--- config.mk ---
export PLATFORM = sky130hd
export DESIGN_NAME = dfs_top
export DESIGN_NICKNAME = d
export VERILOG_FILES = /design/src/verilog/dfs_pkg.sv /design/src/verilog/dfs_top.sv /design/src/verilog/dfs_timer.sv
export VERILOG_INCLUDE_DIRS = /design/src /design/src/verilog
export SDC_FILE = /design/constraint.sdc
export NUM_CORES = 2
export LEC_CHECK = 0
export BUFFER_PORTS_ARGS = -buffer_cell sky130_fd_sc_hd__buf_2
export CAP_MARGIN = 25
export CORE_AREA = 2 2 449 451
export DETAILED_ROUTE_END_ITERATION = 6
export DIE_AREA = 0 0 451 453
export PLACE_DENSITY = 0.63
export SLEW_MARGIN = 20
export SYNTH_ARGS = -nofsm -noshare
export SYNTH_HDL_FRONTEND = slang
export SYNTH_SLANG_ARGS = --single-unit
--- constraint.sdc ---
create_clock -name pclk -period 27 [get_ports pclk]
set_input_delay 6.75 -clock pclk [delete_from_list [all_inputs] [get_ports pclk]]
set_output_delay 6.75 -clock pclk [all_outputs]
set_load 0.01 [all_outputs]
--- src/verilog/dfs_defines.svh ---
`ifndef DFS_DEFINES_SVH
`define DFS_DEFINES_SVH
// Functional notes
// - A fault with free-stop reaction shows its code and drops drive output at once.
// - A fault with stop-mode reaction shows its code, ramps down and keeps the code.
// - A fault with continue reaction keeps running at the frequency picked by the selector.
// - Selector 4 runs at standby percent times maximum frequency, 0.0 to 100.0 percent; the 10-bit field takes up to 102.3 percent unclamped.
// - Ride-through mode 1 ramps down on a bus dip and back up to set frequency on recovery.
// - The bus counts as recovered only after being normal longer than the judgment time.
// - Recovery is judged against a threshold of 80 to 100 percent, default 85 percent; the 10-bit field takes 0.0 to 102.3 percent unclamped.
// - Ride-through mode 2 ramps down to standstill and never reaccelerates.
// - Load-loss detection works only while its one-bit enable is set.
// - Load-loss level is 0.0 to 100.0 percent, default 10; detect time 0.0 to 60.0 s; the 10-bit fields take up to 102.3 percent and 102.3 s.
// - Current below the level longer than the detect time cuts frequency to 7 percent rated.
// - During load-loss reduction the set frequency returns once the load recovers.
// - Overspeed and deviation checks run only in closed-loop vector control.
// - Speed above set by more than the overspeed level longer than its time raises overspeed.
// - Speed off set by more than the deviation level longer than its time raises deviation.
// - A detect time of zero disables overspeed or deviation detection.

// ==========================================
// Register map
`define DFS_REG_CTRL      12'h000
`define DFS_REG_FREQSEL   12'h004
`define DFS_REG_RIDE      12'h008
`define DFS_REG_LOAD      12'h00c
`define DFS_REG_SPEED     12'h010
`define DFS_REG_TIMES0    12'h014
`define DFS_REG_TIMES1    12'h018
`define DFS_REG_STATUS    12'h01c
`define DFS_REG_IRQ_STAT  12'h020
`define DFS_REG_IRQ_MASK  12'h024
`define DFS_REG_FREQ_OUT  12'h028

// ==========================================
// Reset values, percent in tenths, times in tenths of a second
`define DFS_RST_STANDBY      10'd1000
`define DFS_RST_RECOV_V      10'd850
`define DFS_RST_ACTION_V     10'd800
`define DFS_RST_RECOV_T      10'd5
`define DFS_RST_LL_LEVEL     10'd100
`define DFS_RST_LL_TIME      10'd10
`define DFS_RST_OS_LEVEL     10'd200
`define DFS_RST_OS_TIME      10'd10
`define DFS_RST_DEV_LEVEL    10'd200
`define DFS_RST_DEV_TIME     10'd50
`define DFS_RST_MAX_FREQ     16'h1388
`define DFS_LL_FREQ_PERMIL   10'd70
`define DFS_PERMIL_FULL      10'd1000

// ==========================================
// Timing: one time unit is 0.1 s at 40 MHz
`define DFS_CLK_HZ           40000000
`define DFS_TICK_MS          100
`define DFS_TICK_CYCLES      ((`DFS_CLK_HZ / 1000) * `DFS_TICK_MS)

// ==========================================
// Interrupt bits
`define DFS_IRQ_FAULT        0
`define DFS_IRQ_OVERSPEED    1
`define DFS_IRQ_DEVIATION    2
`define DFS_IRQ_LOADLOSS     3
`define DFS_IRQ_DIP          4
`define DFS_IRQ_RECOVER      5
`define DFS_IRQ_W            6
`endif

--- src/verilog/dfs_pkg.sv ---
package dfs_pkg;
	typedef enum logic [1:0] {
		DFS_REACT_FREE,
		DFS_REACT_STOP,
		DFS_REACT_CONT,
		DFS_REACT_RSVD
	} dfs_react_e;

	typedef enum logic [1:0] {
		DFS_DRV_RUN,
		DFS_DRV_COAST,
		DFS_DRV_RAMP
	} dfs_drive_e;

	typedef logic [15:0] dfs_freq_t;
	typedef logic [9:0]  dfs_permil_t;
endpackage : dfs_pkg

--- src/verilog/dfs_top.sv ---
`timescale 1ns/1ps
`include "dfs_defines.svh"
// ==========================================
// Drive fault supervisor with APB register access
module dfs_top #(
	parameter int TICK_CYCLES = `DFS_TICK_CYCLES
) (
	input  wire logic         pclk,
	input  wire logic         presetn,
	input  wire logic         psel,
	input  wire logic         penable,
	input  wire logic         pwrite,
	input  wire logic [11:0]  paddr,
	input  wire logic [31:0]  pwdata,
	output logic [31:0]       prdata,
	output logic              pready,
	output logic              pslverr,
	input  wire logic         fault_in,
	input  wire logic [7:0]   fault_code_in,
	input  wire logic [1:0]   fault_react,
	input  wire logic [15:0]  bus_voltage,
	input  wire logic [15:0]  output_current,
	input  wire logic [15:0]  actual_speed,
	input  wire logic [15:0]  set_freq,
	input  wire logic [15:0]  current_freq,
	input  wire logic [15:0]  upper_freq,
	input  wire logic [15:0]  lower_freq,
	input  wire logic [15:0]  rated_freq,
	input  wire logic         stop_done,
	output logic [15:0]       freq_cmd,
	output logic              drive_enable,
	output logic              ramp_stop,
	output logic [7:0]        fault_code,
	output logic              overspeed_fault,
	output logic              speed_deviation_fault,
	output logic              irq
);
	// ==========================================
	// Configuration registers and interrupt status
	logic              vector_closed_loop_ff;
	logic              load_loss_enable_ff;
	logic [2:0]        continue_run_freq_select_ff;
	logic [1:0]        ride_through_select_ff;
	logic [9:0]        standby_freq_percent_ff;
	logic [15:0]       maximum_frequency_setting_ff;
	logic [15:0]       bus_nominal_ff;
	logic [9:0]        bus_recovery_voltage_ff;
	logic [9:0]        ride_through_action_voltage_ff;
	logic [9:0]        bus_recovery_judge_time_ff;
	logic [9:0]        load_loss_current_level_ff;
	logic [9:0]        load_loss_detect_time_ff;
	logic [9:0]        overspeed_level_ff;
	logic [9:0]        overspeed_detect_time_ff;
	logic [9:0]        speed_dev_level_ff;
	logic [9:0]        speed_dev_detect_time_ff;
	logic [15:0]       current_rated_ff;
	logic [`DFS_IRQ_W-1:0] irq_stat_ff;
	logic [`DFS_IRQ_W-1:0] irq_mask_ff;

	logic        apb_wr;
	logic        apb_rd;
	assign apb_wr = psel && penable && pwrite;
	assign apb_rd = psel && !penable && !pwrite;

	// Register writes, zero-wait APB slave
	always_ff @(posedge pclk or negedge presetn) begin
		if (!presetn) begin
			vector_closed_loop_ff          <= 1'b0;
			load_loss_enable_ff            <= 1'b0;
			continue_run_freq_select_ff    <= 3'h0;
			ride_through_select_ff         <= 2'h0;
			standby_freq_percent_ff        <= `DFS_RST_STANDBY;
			maximum_frequency_setting_ff   <= `DFS_RST_MAX_FREQ;
			bus_nominal_ff                 <= 16'h0000;
			bus_recovery_voltage_ff        <= `DFS_RST_RECOV_V;
			ride_through_action_voltage_ff <= `DFS_RST_ACTION_V;
			bus_recovery_judge_time_ff     <= `DFS_RST_RECOV_T;
			load_loss_current_level_ff     <= `DFS_RST_LL_LEVEL;
			load_loss_detect_time_ff       <= `DFS_RST_LL_TIME;
			overspeed_level_ff             <= `DFS_RST_OS_LEVEL;
			overspeed_detect_time_ff       <= `DFS_RST_OS_TIME;
			speed_dev_level_ff             <= `DFS_RST_DEV_LEVEL;
			speed_dev_detect_time_ff       <= `DFS_RST_DEV_TIME;
			current_rated_ff               <= 16'h0000;
			irq_mask_ff                    <= '0;
		end else if (apb_wr) begin
			case (paddr)
				`DFS_REG_CTRL: begin
					vector_closed_loop_ff <= pwdata[0];
					load_loss_enable_ff   <= pwdata[1];
				end
				`DFS_REG_FREQSEL: begin
					continue_run_freq_select_ff  <= pwdata[2:0];
					standby_freq_percent_ff      <= pwdata[13:4];
					maximum_frequency_setting_ff <= pwdata[31:16];
				end
				`DFS_REG_RIDE: begin
					ride_through_select_ff         <= pwdata[1:0];
					bus_recovery_voltage_ff        <= pwdata[11:2];
					ride_through_action_voltage_ff <= pwdata[21:12];
				end
				`DFS_REG_LOAD: begin
					load_loss_current_level_ff <= pwdata[9:0];
					current_rated_ff           <= pwdata[31:16];
				end
				`DFS_REG_SPEED: begin
					overspeed_level_ff <= pwdata[9:0];
					speed_dev_level_ff <= pwdata[19:10];
					bus_nominal_ff     <= {pwdata[31:20], 4'h0};
				end
				`DFS_REG_TIMES0: begin
					bus_recovery_judge_time_ff <= pwdata[9:0];
					load_loss_detect_time_ff   <= pwdata[19:10];
				end
				`DFS_REG_TIMES1: begin
					overspeed_detect_time_ff <= pwdata[9:0];
					speed_dev_detect_time_ff <= pwdata[19:10];
				end
				`DFS_REG_IRQ_MASK: irq_mask_ff <= pwdata[`DFS_IRQ_W-1:0];
				default: ;
			endcase
		end
	end

	// ==========================================
	// Time base: one tick per 0.1 s
	logic [31:0] tick_cnt_ff;
	logic        tick;
	assign tick = (tick_cnt_ff == 32'(TICK_CYCLES - 1));
	always_ff @(posedge pclk or negedge presetn) begin
		if (!presetn) begin
			tick_cnt_ff <= 32'h0;
		end else begin
			tick_cnt_ff <= tick ? 32'h0 : tick_cnt_ff + 32'h1;
		end
	end

	// ==========================================
	// Scaled thresholds, permil of a reference
	function automatic logic [15:0] dfs_scale(input logic [15:0] ref_v, input logic [9:0] pm);
		logic [25:0] prod;
		prod = ref_v * pm;
		dfs_scale = 16'(prod / 26'd1000);
	endfunction : dfs_scale
	logic [15:0] recov_thr;
	logic [15:0] dip_thr;
	logic [15:0] ll_thr;
	logic [15:0] os_thr;
	logic [15:0] dev_thr;
	logic [15:0] standby_freq;
	logic [15:0] ll_freq;
	assign recov_thr    = dfs_scale(bus_nominal_ff, bus_recovery_voltage_ff);
	assign dip_thr      = dfs_scale(bus_nominal_ff, ride_through_action_voltage_ff);
	assign ll_thr       = dfs_scale(current_rated_ff, load_loss_current_level_ff);
	assign os_thr       = dfs_scale(maximum_frequency_setting_ff, overspeed_level_ff);
	assign dev_thr      = dfs_scale(maximum_frequency_setting_ff, speed_dev_level_ff);
	assign standby_freq = dfs_scale(maximum_frequency_setting_ff, standby_freq_percent_ff);
	assign ll_freq      = dfs_scale(rated_freq, `DFS_LL_FREQ_PERMIL);
	// Monitored conditions; speed checks gated by control mode
	logic [16:0] speed_diff;
	logic [15:0] speed_abs;
	logic        cond_recov;
	logic        cond_ll;
	logic        cond_os;
	logic        cond_dev;
	assign speed_diff = {1'b0, actual_speed} - {1'b0, set_freq};
	assign speed_abs  = speed_diff[16] ? 16'(-speed_diff) : speed_diff[15:0];
	assign cond_recov = bus_voltage >= recov_thr;
	assign cond_ll    = load_loss_enable_ff && (output_current < ll_thr);
	assign cond_os    = vector_closed_loop_ff && (overspeed_detect_time_ff != 10'h000)
		&& !speed_diff[16] && (speed_diff[15:0] > os_thr);
	assign cond_dev   = vector_closed_loop_ff && (speed_dev_detect_time_ff != 10'h000)
		&& (speed_abs > dev_thr);
	logic recov_done;
	logic ll_done;
	logic os_done;
	logic dev_done;
	// One duration timer per monitored condition
	dfs_timer u_recov (.pclk(pclk), .presetn(presetn), .tick(tick), .cond(cond_recov),
		.limit(bus_recovery_judge_time_ff), .done(recov_done));
	dfs_timer u_ll (.pclk(pclk), .presetn(presetn), .tick(tick), .cond(cond_ll),
		.limit(load_loss_detect_time_ff), .done(ll_done));
	dfs_timer u_os (.pclk(pclk), .presetn(presetn), .tick(tick), .cond(cond_os),
		.limit(overspeed_detect_time_ff), .done(os_done));
	dfs_timer u_dev (.pclk(pclk), .presetn(presetn), .tick(tick), .cond(cond_dev),
		.limit(speed_dev_detect_time_ff), .done(dev_done));

	// ==========================================
	// Ride-through state: dip latches until recovery judged in mode 1, for good in modes 2 and 3
	logic dip_ff;
	logic ll_active_ff;
	always_ff @(posedge pclk or negedge presetn) begin
		if (!presetn) begin
			dip_ff <= 1'b0;
		end else if (ride_through_select_ff == 2'h0) begin
			dip_ff <= 1'b0;
		end else if (bus_voltage < dip_thr) begin
			dip_ff <= 1'b1;
		end else if (ride_through_select_ff == 2'h1 && recov_done) begin
			dip_ff <= 1'b0;
		end
	end

	// Load-loss fallback holds until current is back above the level
	always_ff @(posedge pclk or negedge presetn) begin
		if (!presetn) begin
			ll_active_ff <= 1'b0;
		end else if (ll_done) begin
			ll_active_ff <= 1'b1;
		end else if (!cond_ll) begin
			ll_active_ff <= 1'b0;
		end
	end

	// ==========================================
	// Fault latch; speed faults join the external fault path
	logic        fault_ff;
	logic [1:0]  react_ff;
	logic        any_fault;
	assign any_fault   = fault_in || os_done || dev_done;
	always_ff @(posedge pclk or negedge presetn) begin
		if (!presetn) begin
			fault_ff              <= 1'b0;
			react_ff              <= 2'h0;
			fault_code            <= 8'h00;
			overspeed_fault       <= 1'b0;
			speed_deviation_fault <= 1'b0;
		end else if (any_fault && !fault_ff) begin
			fault_ff              <= 1'b1;
			react_ff              <= fault_react;
			fault_code            <= fault_in ? fault_code_in : (os_done ? 8'h2c : 8'h2d);
			overspeed_fault       <= os_done;
			speed_deviation_fault <= dev_done;
		end else if (apb_wr && paddr == `DFS_REG_STATUS && pwdata[0] && !any_fault) begin
			fault_ff              <= 1'b0;
			fault_code            <= 8'h00;
			overspeed_fault       <= 1'b0;
			speed_deviation_fault <= 1'b0;
		end
	end

	// ==========================================
	// Output drive: reaction and frequency selection
	dfs_pkg::dfs_drive_e drv;
	logic [15:0] nxt_freq;
	always_comb begin
		drv      = dfs_pkg::DFS_DRV_RUN;
		nxt_freq = set_freq;
		if (fault_ff && react_ff == 2'(dfs_pkg::DFS_REACT_FREE)) begin
			drv = dfs_pkg::DFS_DRV_COAST;
		end else if (fault_ff && react_ff != 2'(dfs_pkg::DFS_REACT_CONT)) begin
			drv = stop_done ? dfs_pkg::DFS_DRV_COAST : dfs_pkg::DFS_DRV_RAMP;
		end else if (fault_ff) begin
			case (continue_run_freq_select_ff)
				3'h0:    nxt_freq = current_freq;
				3'h1:    nxt_freq = set_freq;
				3'h2:    nxt_freq = upper_freq;
				3'h3:    nxt_freq = lower_freq;
				3'h4:    nxt_freq = standby_freq;
				default: nxt_freq = set_freq;
			endcase
		end else if (dip_ff) begin
			drv = dfs_pkg::DFS_DRV_RAMP;
		end else if (ll_active_ff) begin
			nxt_freq = ll_freq;
		end
	end

	always_ff @(posedge pclk or negedge presetn) begin
		if (!presetn) begin
			freq_cmd     <= 16'h0000;
			drive_enable <= 1'b0;
			ramp_stop    <= 1'b0;
		end else begin
			freq_cmd     <= (drv == dfs_pkg::DFS_DRV_RUN) ? nxt_freq : 16'h0000;
			drive_enable <= (drv != dfs_pkg::DFS_DRV_COAST);
			ramp_stop    <= (drv == dfs_pkg::DFS_DRV_RAMP);
		end
	end

	// ==========================================
	// Interrupts: sticky, write one to clear, set wins
	logic [`DFS_IRQ_W-1:0] irq_set;
	logic [`DFS_IRQ_W-1:0] irq_clr;
	logic                  dip_q_ff;
	always_ff @(posedge pclk or negedge presetn) begin
		if (!presetn) begin
			dip_q_ff <= 1'b0;
		end else begin
			dip_q_ff <= dip_ff;
		end
	end
	assign irq_set = {dip_q_ff && !dip_ff, dip_ff && !dip_q_ff, ll_done && !ll_active_ff,
		dev_done, os_done, any_fault && !fault_ff};
	assign irq_clr = (apb_wr && paddr == `DFS_REG_IRQ_STAT) ? pwdata[`DFS_IRQ_W-1:0] : '0;
	always_ff @(posedge pclk or negedge presetn) begin
		if (!presetn) begin
			irq_stat_ff <= '0;
			irq         <= 1'b0;
		end else begin
			irq_stat_ff <= (irq_stat_ff & ~irq_clr) | irq_set;
			irq         <= |(((irq_stat_ff & ~irq_clr) | irq_set) & irq_mask_ff);
		end
	end

	// ==========================================
	// Read data, registered in setup phase
	always_ff @(posedge pclk or negedge presetn) begin
		if (!presetn) begin
			prdata  <= 32'h0;
			pready  <= 1'b1;
			pslverr <= 1'b0;
		end else begin
			pready  <= 1'b1;
			pslverr <= 1'b0;
			if (apb_rd) begin
				case (paddr)
					`DFS_REG_CTRL:     prdata <= {30'h0, load_loss_enable_ff,
						vector_closed_loop_ff};
					`DFS_REG_FREQSEL:  prdata <= {maximum_frequency_setting_ff, 2'h0,
						standby_freq_percent_ff, 1'b0, continue_run_freq_select_ff};
					`DFS_REG_RIDE:     prdata <= {10'h0, ride_through_action_voltage_ff,
						bus_recovery_voltage_ff, ride_through_select_ff};
					`DFS_REG_LOAD:     prdata <= {current_rated_ff, 6'h0,
						load_loss_current_level_ff};
					`DFS_REG_SPEED:    prdata <= {bus_nominal_ff[15:4], speed_dev_level_ff,
						overspeed_level_ff};
					`DFS_REG_TIMES0:   prdata <= {12'h0, load_loss_detect_time_ff,
						bus_recovery_judge_time_ff};
					`DFS_REG_TIMES1:   prdata <= {12'h0, speed_dev_detect_time_ff,
						overspeed_detect_time_ff};
					`DFS_REG_STATUS:   prdata <= {16'h0, fault_code, 2'h0, ll_active_ff,
						dip_ff, speed_deviation_fault, overspeed_fault, react_ff == 2'h1,
						fault_ff};
					`DFS_REG_IRQ_STAT: prdata <= {26'h0, irq_stat_ff};
					`DFS_REG_IRQ_MASK: prdata <= {26'h0, irq_mask_ff};
					`DFS_REG_FREQ_OUT: prdata <= {16'h0, freq_cmd};
					default:           prdata <= 32'h0;
				endcase
			end
		end
	end
endmodule : dfs_top

--- src/verilog/dfs_timer.sv ---
`timescale 1ns/1ps
`include "dfs_defines.svh"
// ==========================================
// Duration timer: asserts done once cond held longer than limit ticks
module dfs_timer (
	input  wire logic       pclk,
	input  wire logic       presetn,
	input  wire logic       tick,
	input  wire logic       cond,
	input  wire logic [9:0] limit,
	output logic            done
);
	logic [10:0] cnt_ff;

	// Counter restarts whenever the condition drops; spare bit avoids a wrap at full limit
	always_ff @(posedge pclk or negedge presetn) begin
		if (!presetn) begin
			cnt_ff <= 11'h000;
		end else if (!cond) begin
			cnt_ff <= 11'h000;
		end else if (tick && cnt_ff <= {1'b0, limit}) begin
			cnt_ff <= cnt_ff + 11'h001;
		end
	end

	// Strictly longer than limit: one tick past it
	assign done = cond && (cnt_ff > {1'b0, limit});
endmodule : dfs_timer

-- Word level (Yosys, flattened, before mapping)
Index checks and enable logic that the tools add are counted.
- register bits after elaboration: 306
- bits of input ports: 189
- output and inout bits: 63
- add/sub/neg operators: 7
- $mul: 7
- divide/modulo/power cells: 7
- order comparisons: 13
- eq/ne operators: 24
- multiplexer cells: 37
- bitwise operators: 4
- reductions and logical operators: 57
- operators with widths (operator ; number):
    32-bit one-hot mux with 11 select lines ; 1
    26-bit by 10-bit divider with 26-bit output (second input constant) ; 6
    16-bit 2-to-1 mux ; 7
    16-bit by 10-bit multiplier with 26-bit output ; 4
    11-bit 2-to-1 mux ; 8
    16-bit one-hot mux with 4 select lines ; 1
    12-bit by 5-bit == test with 1-bit output (second input constant) ; 4
    11-bit by 1-bit adder with 11-bit output (second input constant) ; 4
    11-bit by 10-bit > comparator with 1-bit output ; 4
    11-bit by 10-bit less-or-equal comparator with 1-bit output ; 4
    12-bit by 10-bit multiplier with 22-bit output ; 2
    12-bit by 6-bit == test with 1-bit output (second input constant) ; 3
    32-bit by 1-bit adder with 32-bit output (second input constant) ; 1
    32-bit by 22-bit == test with 1-bit output (second input constant) ; 1
    16-bit > comparator ; 2
    16-bit < comparator ; 2
    32-bit 2-to-1 mux ; 1
    1-bit logical AND ; 29
    23-bit by 10-bit divider with 26-bit output (second input constant) ; 1
    12-bit by 4-bit == test with 1-bit output (second input constant) ; 2
    8-bit 2-to-1 mux ; 3
    16-bit by 6-bit multiplier with 22-bit output (second input constant) ; 1
    10-bit nonzero test ; 2
    16-bit by 16-bit subtractor with 17-bit output ; 1
    other kinds (24) ; 62

-- Longest topological paths before layout
- depth in word-level cells: 11
- gate-level depth with buffers: 99
- depth with buffers taken out: 90

-- Cells and area by module
From an unflattened synthesis, not the netlist that was laid out.
- cell total of the unflattened synthesis: 10079
- area total of the unflattened synthesis: 79866.6 um^2
- by module, submodules not included (module ; instances ; cells an instance ; area an instance (um^2) ; sequential area each (um^2)):
    dfs_top ; 1 ; 9671 ; 76103.0 ; 6602.6
    dfs_timer ; 4 ; 102 ; 940.9 ; 275.3

-- Worst setup path before layout
Ideal clock, no wire load.
- kind: input to register
- start: input port rated_freq[11]
- end: register freq_cmd[0]
- setup time: 110 ps
- data arrival time: 19851 ps
- required time: 26890 ps
- path slack: 7039 ps
- stages on the path: 52
- path buffers: 5
- cells stage by stage: ha_1 > ha_1 > inv_1 > fa_1 > inv_1 > ha_1 > clkbuf_1 > and3_1 > o211ai_1 > a31oi_1 > o21ai_0 > a2111oi_0 > a41o_1 > clkbuf_1 > a41oi_1 > o21a_1 > nor3_1 > o2111ai_1 > [16 not listed] > a22oi_1 > xnor2_1 > o31a_1 > or3_1 > a21oi_1 > xor2_1 > or3_1 > nor2b_1 > clkbuf_1 > a32oi_1 > a31oi_1 > and2_1 > a211o_1 > nor3_1 > o31ai_1 > nor4_1 > o311ai_0 > o41ai_1
- longest elaborated chain between the ends: 8
- RTL lines (item ; line ; RTL):
    start: declaration ; dfs_top.sv:28 ; input wire logic [15:0] rated_freq,
    16-bit by 6-bit multiplier with 22-bit output ; dfs_top.sv:142 ; prod = ref_v * pm;
    23-bit by 10-bit divider with 26-bit output ; dfs_top.sv:143 ; dfs_scale = 16'(prod / 26'd1000);
    16-bit 2-to-1 mux ; dfs_top.sv:264 ; end else if (ll_active_ff) begin
    16-bit 2-to-1 mux ; dfs_top.sv:262 ; end else if (dip_ff) begin
    16-bit 2-to-1 mux ; dfs_top.sv:253 ; end else if (fault_ff) begin
    16-bit 2-to-1 mux ; dfs_top.sv:251 ; end else if (fault_ff && react_ff != 2'(dfs_pkg::DFS_REACT_CONT)) begin
    16-bit 2-to-1 mux ; dfs_top.sv:249 ; if (fault_ff && react_ff == 2'(dfs_pkg::DFS_REACT_FREE)) begin
    16-bit 2-to-1 mux ; dfs_top.sv:275 ; freq_cmd <= (drv == dfs_pkg::DFS_DRV_RUN) ? nxt_freq : 16'h0000;
    end signal: assignment ; dfs_top.sv:275 ;
    end: declaration ; dfs_top.sv:30 ; output logic [15:0] freq_cmd,
No other way between the ends.
A chain may end at the register's enable or synchronous reset.

-- Worst setup path after layout
- start: register bus_nominal_ff[12]
- end: register u_recov.cnt_ff[8]
- longest elaborated chain between the ends: 4
- RTL lines (item ; line ; RTL):
    start: declaration ; dfs_top.sv:46 ; logic [15:0] bus_nominal_ff;
    start signal: assignment ; dfs_top.sv:109 ; bus_nominal_ff <= {pwdata[31:20], 4'h0};
    12-bit by 10-bit multiplier with 22-bit output * ; dfs_top.sv:142 ;
    26-bit by 10-bit divider with 26-bit output * ; dfs_top.sv:143 ;
    16-bit greater-or-equal comparator * ; dfs_top.sv:168 ; assign cond_recov = bus_voltage >= recov_thr;
    2-bit inequality test (no line) or 11-bit 2-to-1 mux (tied branches) ; n/a ;
    end signal: assignment ; dfs_timer.sv:22 ; cnt_ff <= cnt_ff + 11'h001;
    end: declaration ; dfs_timer.sv:13 ; logic [10:0] cnt_ff;
Mark *: on every way between the ends. The rest lies on a longest branch, timed or not.

==> metrics.csv <==
metric,value,unit
tightest hold margin,0.473,ns
mean number of vias per cell,6.15,
CTS tree,yes,
Cell Pwr Density,57.4,nW/um^2
accumulated negative setup slack,0,ns
most common library cells after synthesis,"sky130_fd_sc_hd__nand2_1 (1,205), sky130_fd_sc_hd__inv_1 (800), sky130_fd_sc_hd__nor2_1 (710), sky130_fd_sc_hd__fa_1 (609), sky130_fd_sc_hd__ha_1 (550)",
depth of the CTS H-tree,2,
Final GP Congestion,0.954,
"final std cell area, no fill",83900,um^2
cell count after synthesis,10200,
count of input and output buffers,249,
unrepaired setup endpoints after global routing,false,
TritonCTS buffer count,37,
routed wirelength normalized by instance count,21.1,um
worst-case register-to-register setup slack,3.46,ns
post-CTS setup buffers,0,
CTS max path bufs,3,
via total after detailed routing,78900,
Cell variety after synth,150,
final setup fails,0,
maximum number of pins on one net before global-route repair,101,
die outline height,453,um
highest layer used for signal routing,met5,
number of rows created at floorplan,164,
post-layout net count,11500,
warnings from Yosys,0,
full die area,204000,um^2
Worst Skew,0.0324,ns
maximum ir drop on the vdd rail,0.453,mV
start point of the critical path,bus_nominal_ff[12],
share of the synthesized area in the top cell type,15.4,%
most instantiated flip-flop cell in the synthesis netlist,sky130_fd_sc_hd__dfrtp_1,
first-pass GRT wire length,426,mm
clock root cell,sky130_fd_sc_hd__clkbuf_16,
number of cells on the critical path,82,
buffering stage count on the worst path with inverters included,3,
number of cells upsized or downsized after cts,0,
number of nets in the synthesized netlist,11500,
number of maximum-capacitance violations,0,
number of antenna violations at the first check in global routing,30,
async set-or-reset flop fraction in the synthesized netlist,100,%
Ports,252,
estimated wirelength of the detail-placed design,216,mm
result of the run,"complete, no violations",
Area growth syn-to-layout,5.87,%
type of element launching the critical path,flip-flop,
Post-DP Area,82500,um^2
number of DRC markers after the initial detailed-route iteration,6714,
class of the tightest hold or removal check,reg -> reg,
Die W,451,um
ratio of final minimum period to clock period,87.2,%
Tightest Pin Transition,1.20,ns
Critical Path RT,27.45,ns
post-synthesis cell area,79300,um^2
routed length on met1,112,mm
leakage dissipation,37.4,nW
Max Transition Viols Final,0,
count of flip-flops with a built-in enable after synthesis,0,
dominant delay contributor by cell family on the critical path,compound AO/OA/AOI/OAI gates,
post-detailed-route count of antenna-violating nets,0,
Worst-Skew Late Latency,0.59,ns
starting density of the core,39.8,%
count of unresolved DRC violations after routing,0,
# fillers,20200,
slowest cell delay on critical path,1.01,ns
arrival time of data at the critical path endpoint,23.99,ns
worst reg2reg startpoint,bus_nominal_ff[12],
Hold Crit Endpoint,tick_cnt_ff[6],
#FFs+latches synth,306,
FMAX,42.5,MHz
GR Util All Layers,25.6,%
core box area,199000,um^2
number of clock sinks,306,
average instance area after synthesis,7.77,um^2
proportion of layout cells with a drive suffix above 1,9.19,%
met2 WL post-DR,128,mm
hold-fix buffer count after cts,0,
sequential share of the synthesized area,9.72,%
worst r2r dst,u_recov.cnt_ff[8],
leading cell type by number of instances after synthesis,sky130_fd_sc_hd__nand2_1,
met3 routed wirelength,15.0,mm
GRT overflow,0,
minimum clock period,23.54,ns
sum of routed wire length over all layers,271,mm
final hold violation count,0,
startpoint-to-endpoint class of the critical path,reg -> reg,
remaining max-slew budget at the tightest pin,18.6,%
slowest cell on the critical path,sky130_fd_sc_hd__dfrtp_1,
clock transition at the register clock pins on the worst setup and hold paths after CTS,0.06,ns
hold path cells,1,
Crit Path Max Fanout,22,
startpoint of the most critical hold path,tick_cnt_ff[6],
number of global-route vias before repair,75900,
depth of the worst register-to-register path,82,
Synth area leader,sky130_fd_sc_hd__fa_1,
largest cells by area after synthesis,"sky130_fd_sc_hd__fa_1 (15%), sky130_fd_sc_hd__ha_1 (8.7%), sky130_fd_sc_hd__dfrtp_1 (8.5%)",
number of detailed-routing iterations run before antenna repair,6,
type of element capturing the critical path,flip-flop,
## sequential cells by signal, indices dropped and copies added (netlist names), 8 cells and up
signal                          count
prdata                             32
bus_recovery_voltage_ff            10
overspeed_detect_time_ff           10
tick_cnt_ff                        32
freq_cmd                           16
load_loss_current_level_ff         10
current_rated_ff                   16
speed_dev_level_ff                 10
u_os.cnt_ff                        11
u_ll.cnt_ff                        11
bus_nominal_ff                     12
u_recov.cnt_ff                     11
speed_dev_detect_time_ff           10
load_loss_detect_time_ff           10
fault_code                          8
standby_freq_percent_ff            10
ride_through_action_voltage_ff     10
maximum_frequency_setting_ff       16
overspeed_level_ff                 10
u_dev.cnt_ff                       11
bus_recovery_judge_time_ff         10
## layout make-up
type,count,area (um^2),area share (%)
multi-input combinational,8639,66600,79.4
inverter,812,3050,3.64
clock buffer,48,1010,1.20
timing repair buffer,334,1900,2.26
tap,2656,3320,3.96
sequential,306,7700,9.18
clock inverter,20,260,0.310
antenna,23,57.6,0.0686
## power breakdown
part,leakage (nW),switching [W],internal [W]
registers,3.91,0.0000142,0.000466
clock network,0.628,0.000221,0.000315
logic,32.9,0.00240,0.00140
total,37.4,0.00263,0.00218
## through the flow
step / std cells / total power (W) / setup WS [ns] / utilization, %
6_report: 12800 / 0.00482 / 3.46 / 42.1
3_5_place_dp: 12700 / 0.00420 / 3.66 / 41.4
2_1_floorplan: 10200 / 0.00343 / 7.04 / -
5_1_grt: 12800 / 0.00523 / 1.54 / 42.1
4_1_cts: 12800 / 0.00476 / 3.54 / 42.1
3_3_place_gp: 12700 / 0.00418 / 3.39 / 41.4
## cell families (layout without fill, tap and decap cells)
group	Yosys count	in the layout	share of synthesized area, %
AO/OA/AOI/OAI	2953	2953	26.8
XOR/XNOR	487	487	5.47
adder cells (fa/ha/maj)	1179	1179	24.3
buffers and inverters	1256	1214	6.38
flip-flops	306	306	9.72
multiplexers	331	331	4.52
other	2	25	0.00948
AND/OR/NAND/NOR	3687	3687	22.8
## cell usage in the layout, fill, tap and decap left out, types with 150 or more instances in the layout
cell / n
sky130_fd_sc_hd__nand3_1: 256
sky130_fd_sc_hd__dfrtp_1: 268
sky130_fd_sc_hd__nor2_1: 707
sky130_fd_sc_hd__nor3_1: 250
sky130_fd_sc_hd__a21oi_1: 539
sky130_fd_sc_hd__a21o_1: 167
sky130_fd_sc_hd__fa_1: 609
sky130_fd_sc_hd__ha_1: 550
sky130_fd_sc_hd__o21ai_0: 478
sky130_fd_sc_hd__inv_1: 800
sky130_fd_sc_hd__a211oi_1: 150
sky130_fd_sc_hd__xor2_1: 164
sky130_fd_sc_hd__buf_2: 252
sky130_fd_sc_hd__xnor2_1: 307
sky130_fd_sc_hd__and2_1: 481
sky130_fd_sc_hd__mux2_2: 173
sky130_fd_sc_hd__nand2_1: 1205
## metal layers
layer / global-route usage [%] / up-vias
li1: - / 36800
met1: 32.3 / 38800
met2: 43.2 / 2841
met3: 2.38 / 531
met4: 13.8 / 2
met5: 0 / -
## worst max-delay path by stage
stage                              to  slack (ns)
floorplan                 freq_cmd[0]        7.04
global placement          freq_cmd[0]        3.39
detailed placement  u_recov.cnt_ff[8]        3.66
CTS                 u_recov.cnt_ff[8]        3.54
global route        u_recov.cnt_ff[8]        1.54
finish              u_recov.cnt_ff[8]        3.46
(Power assumes the default switching activity.)
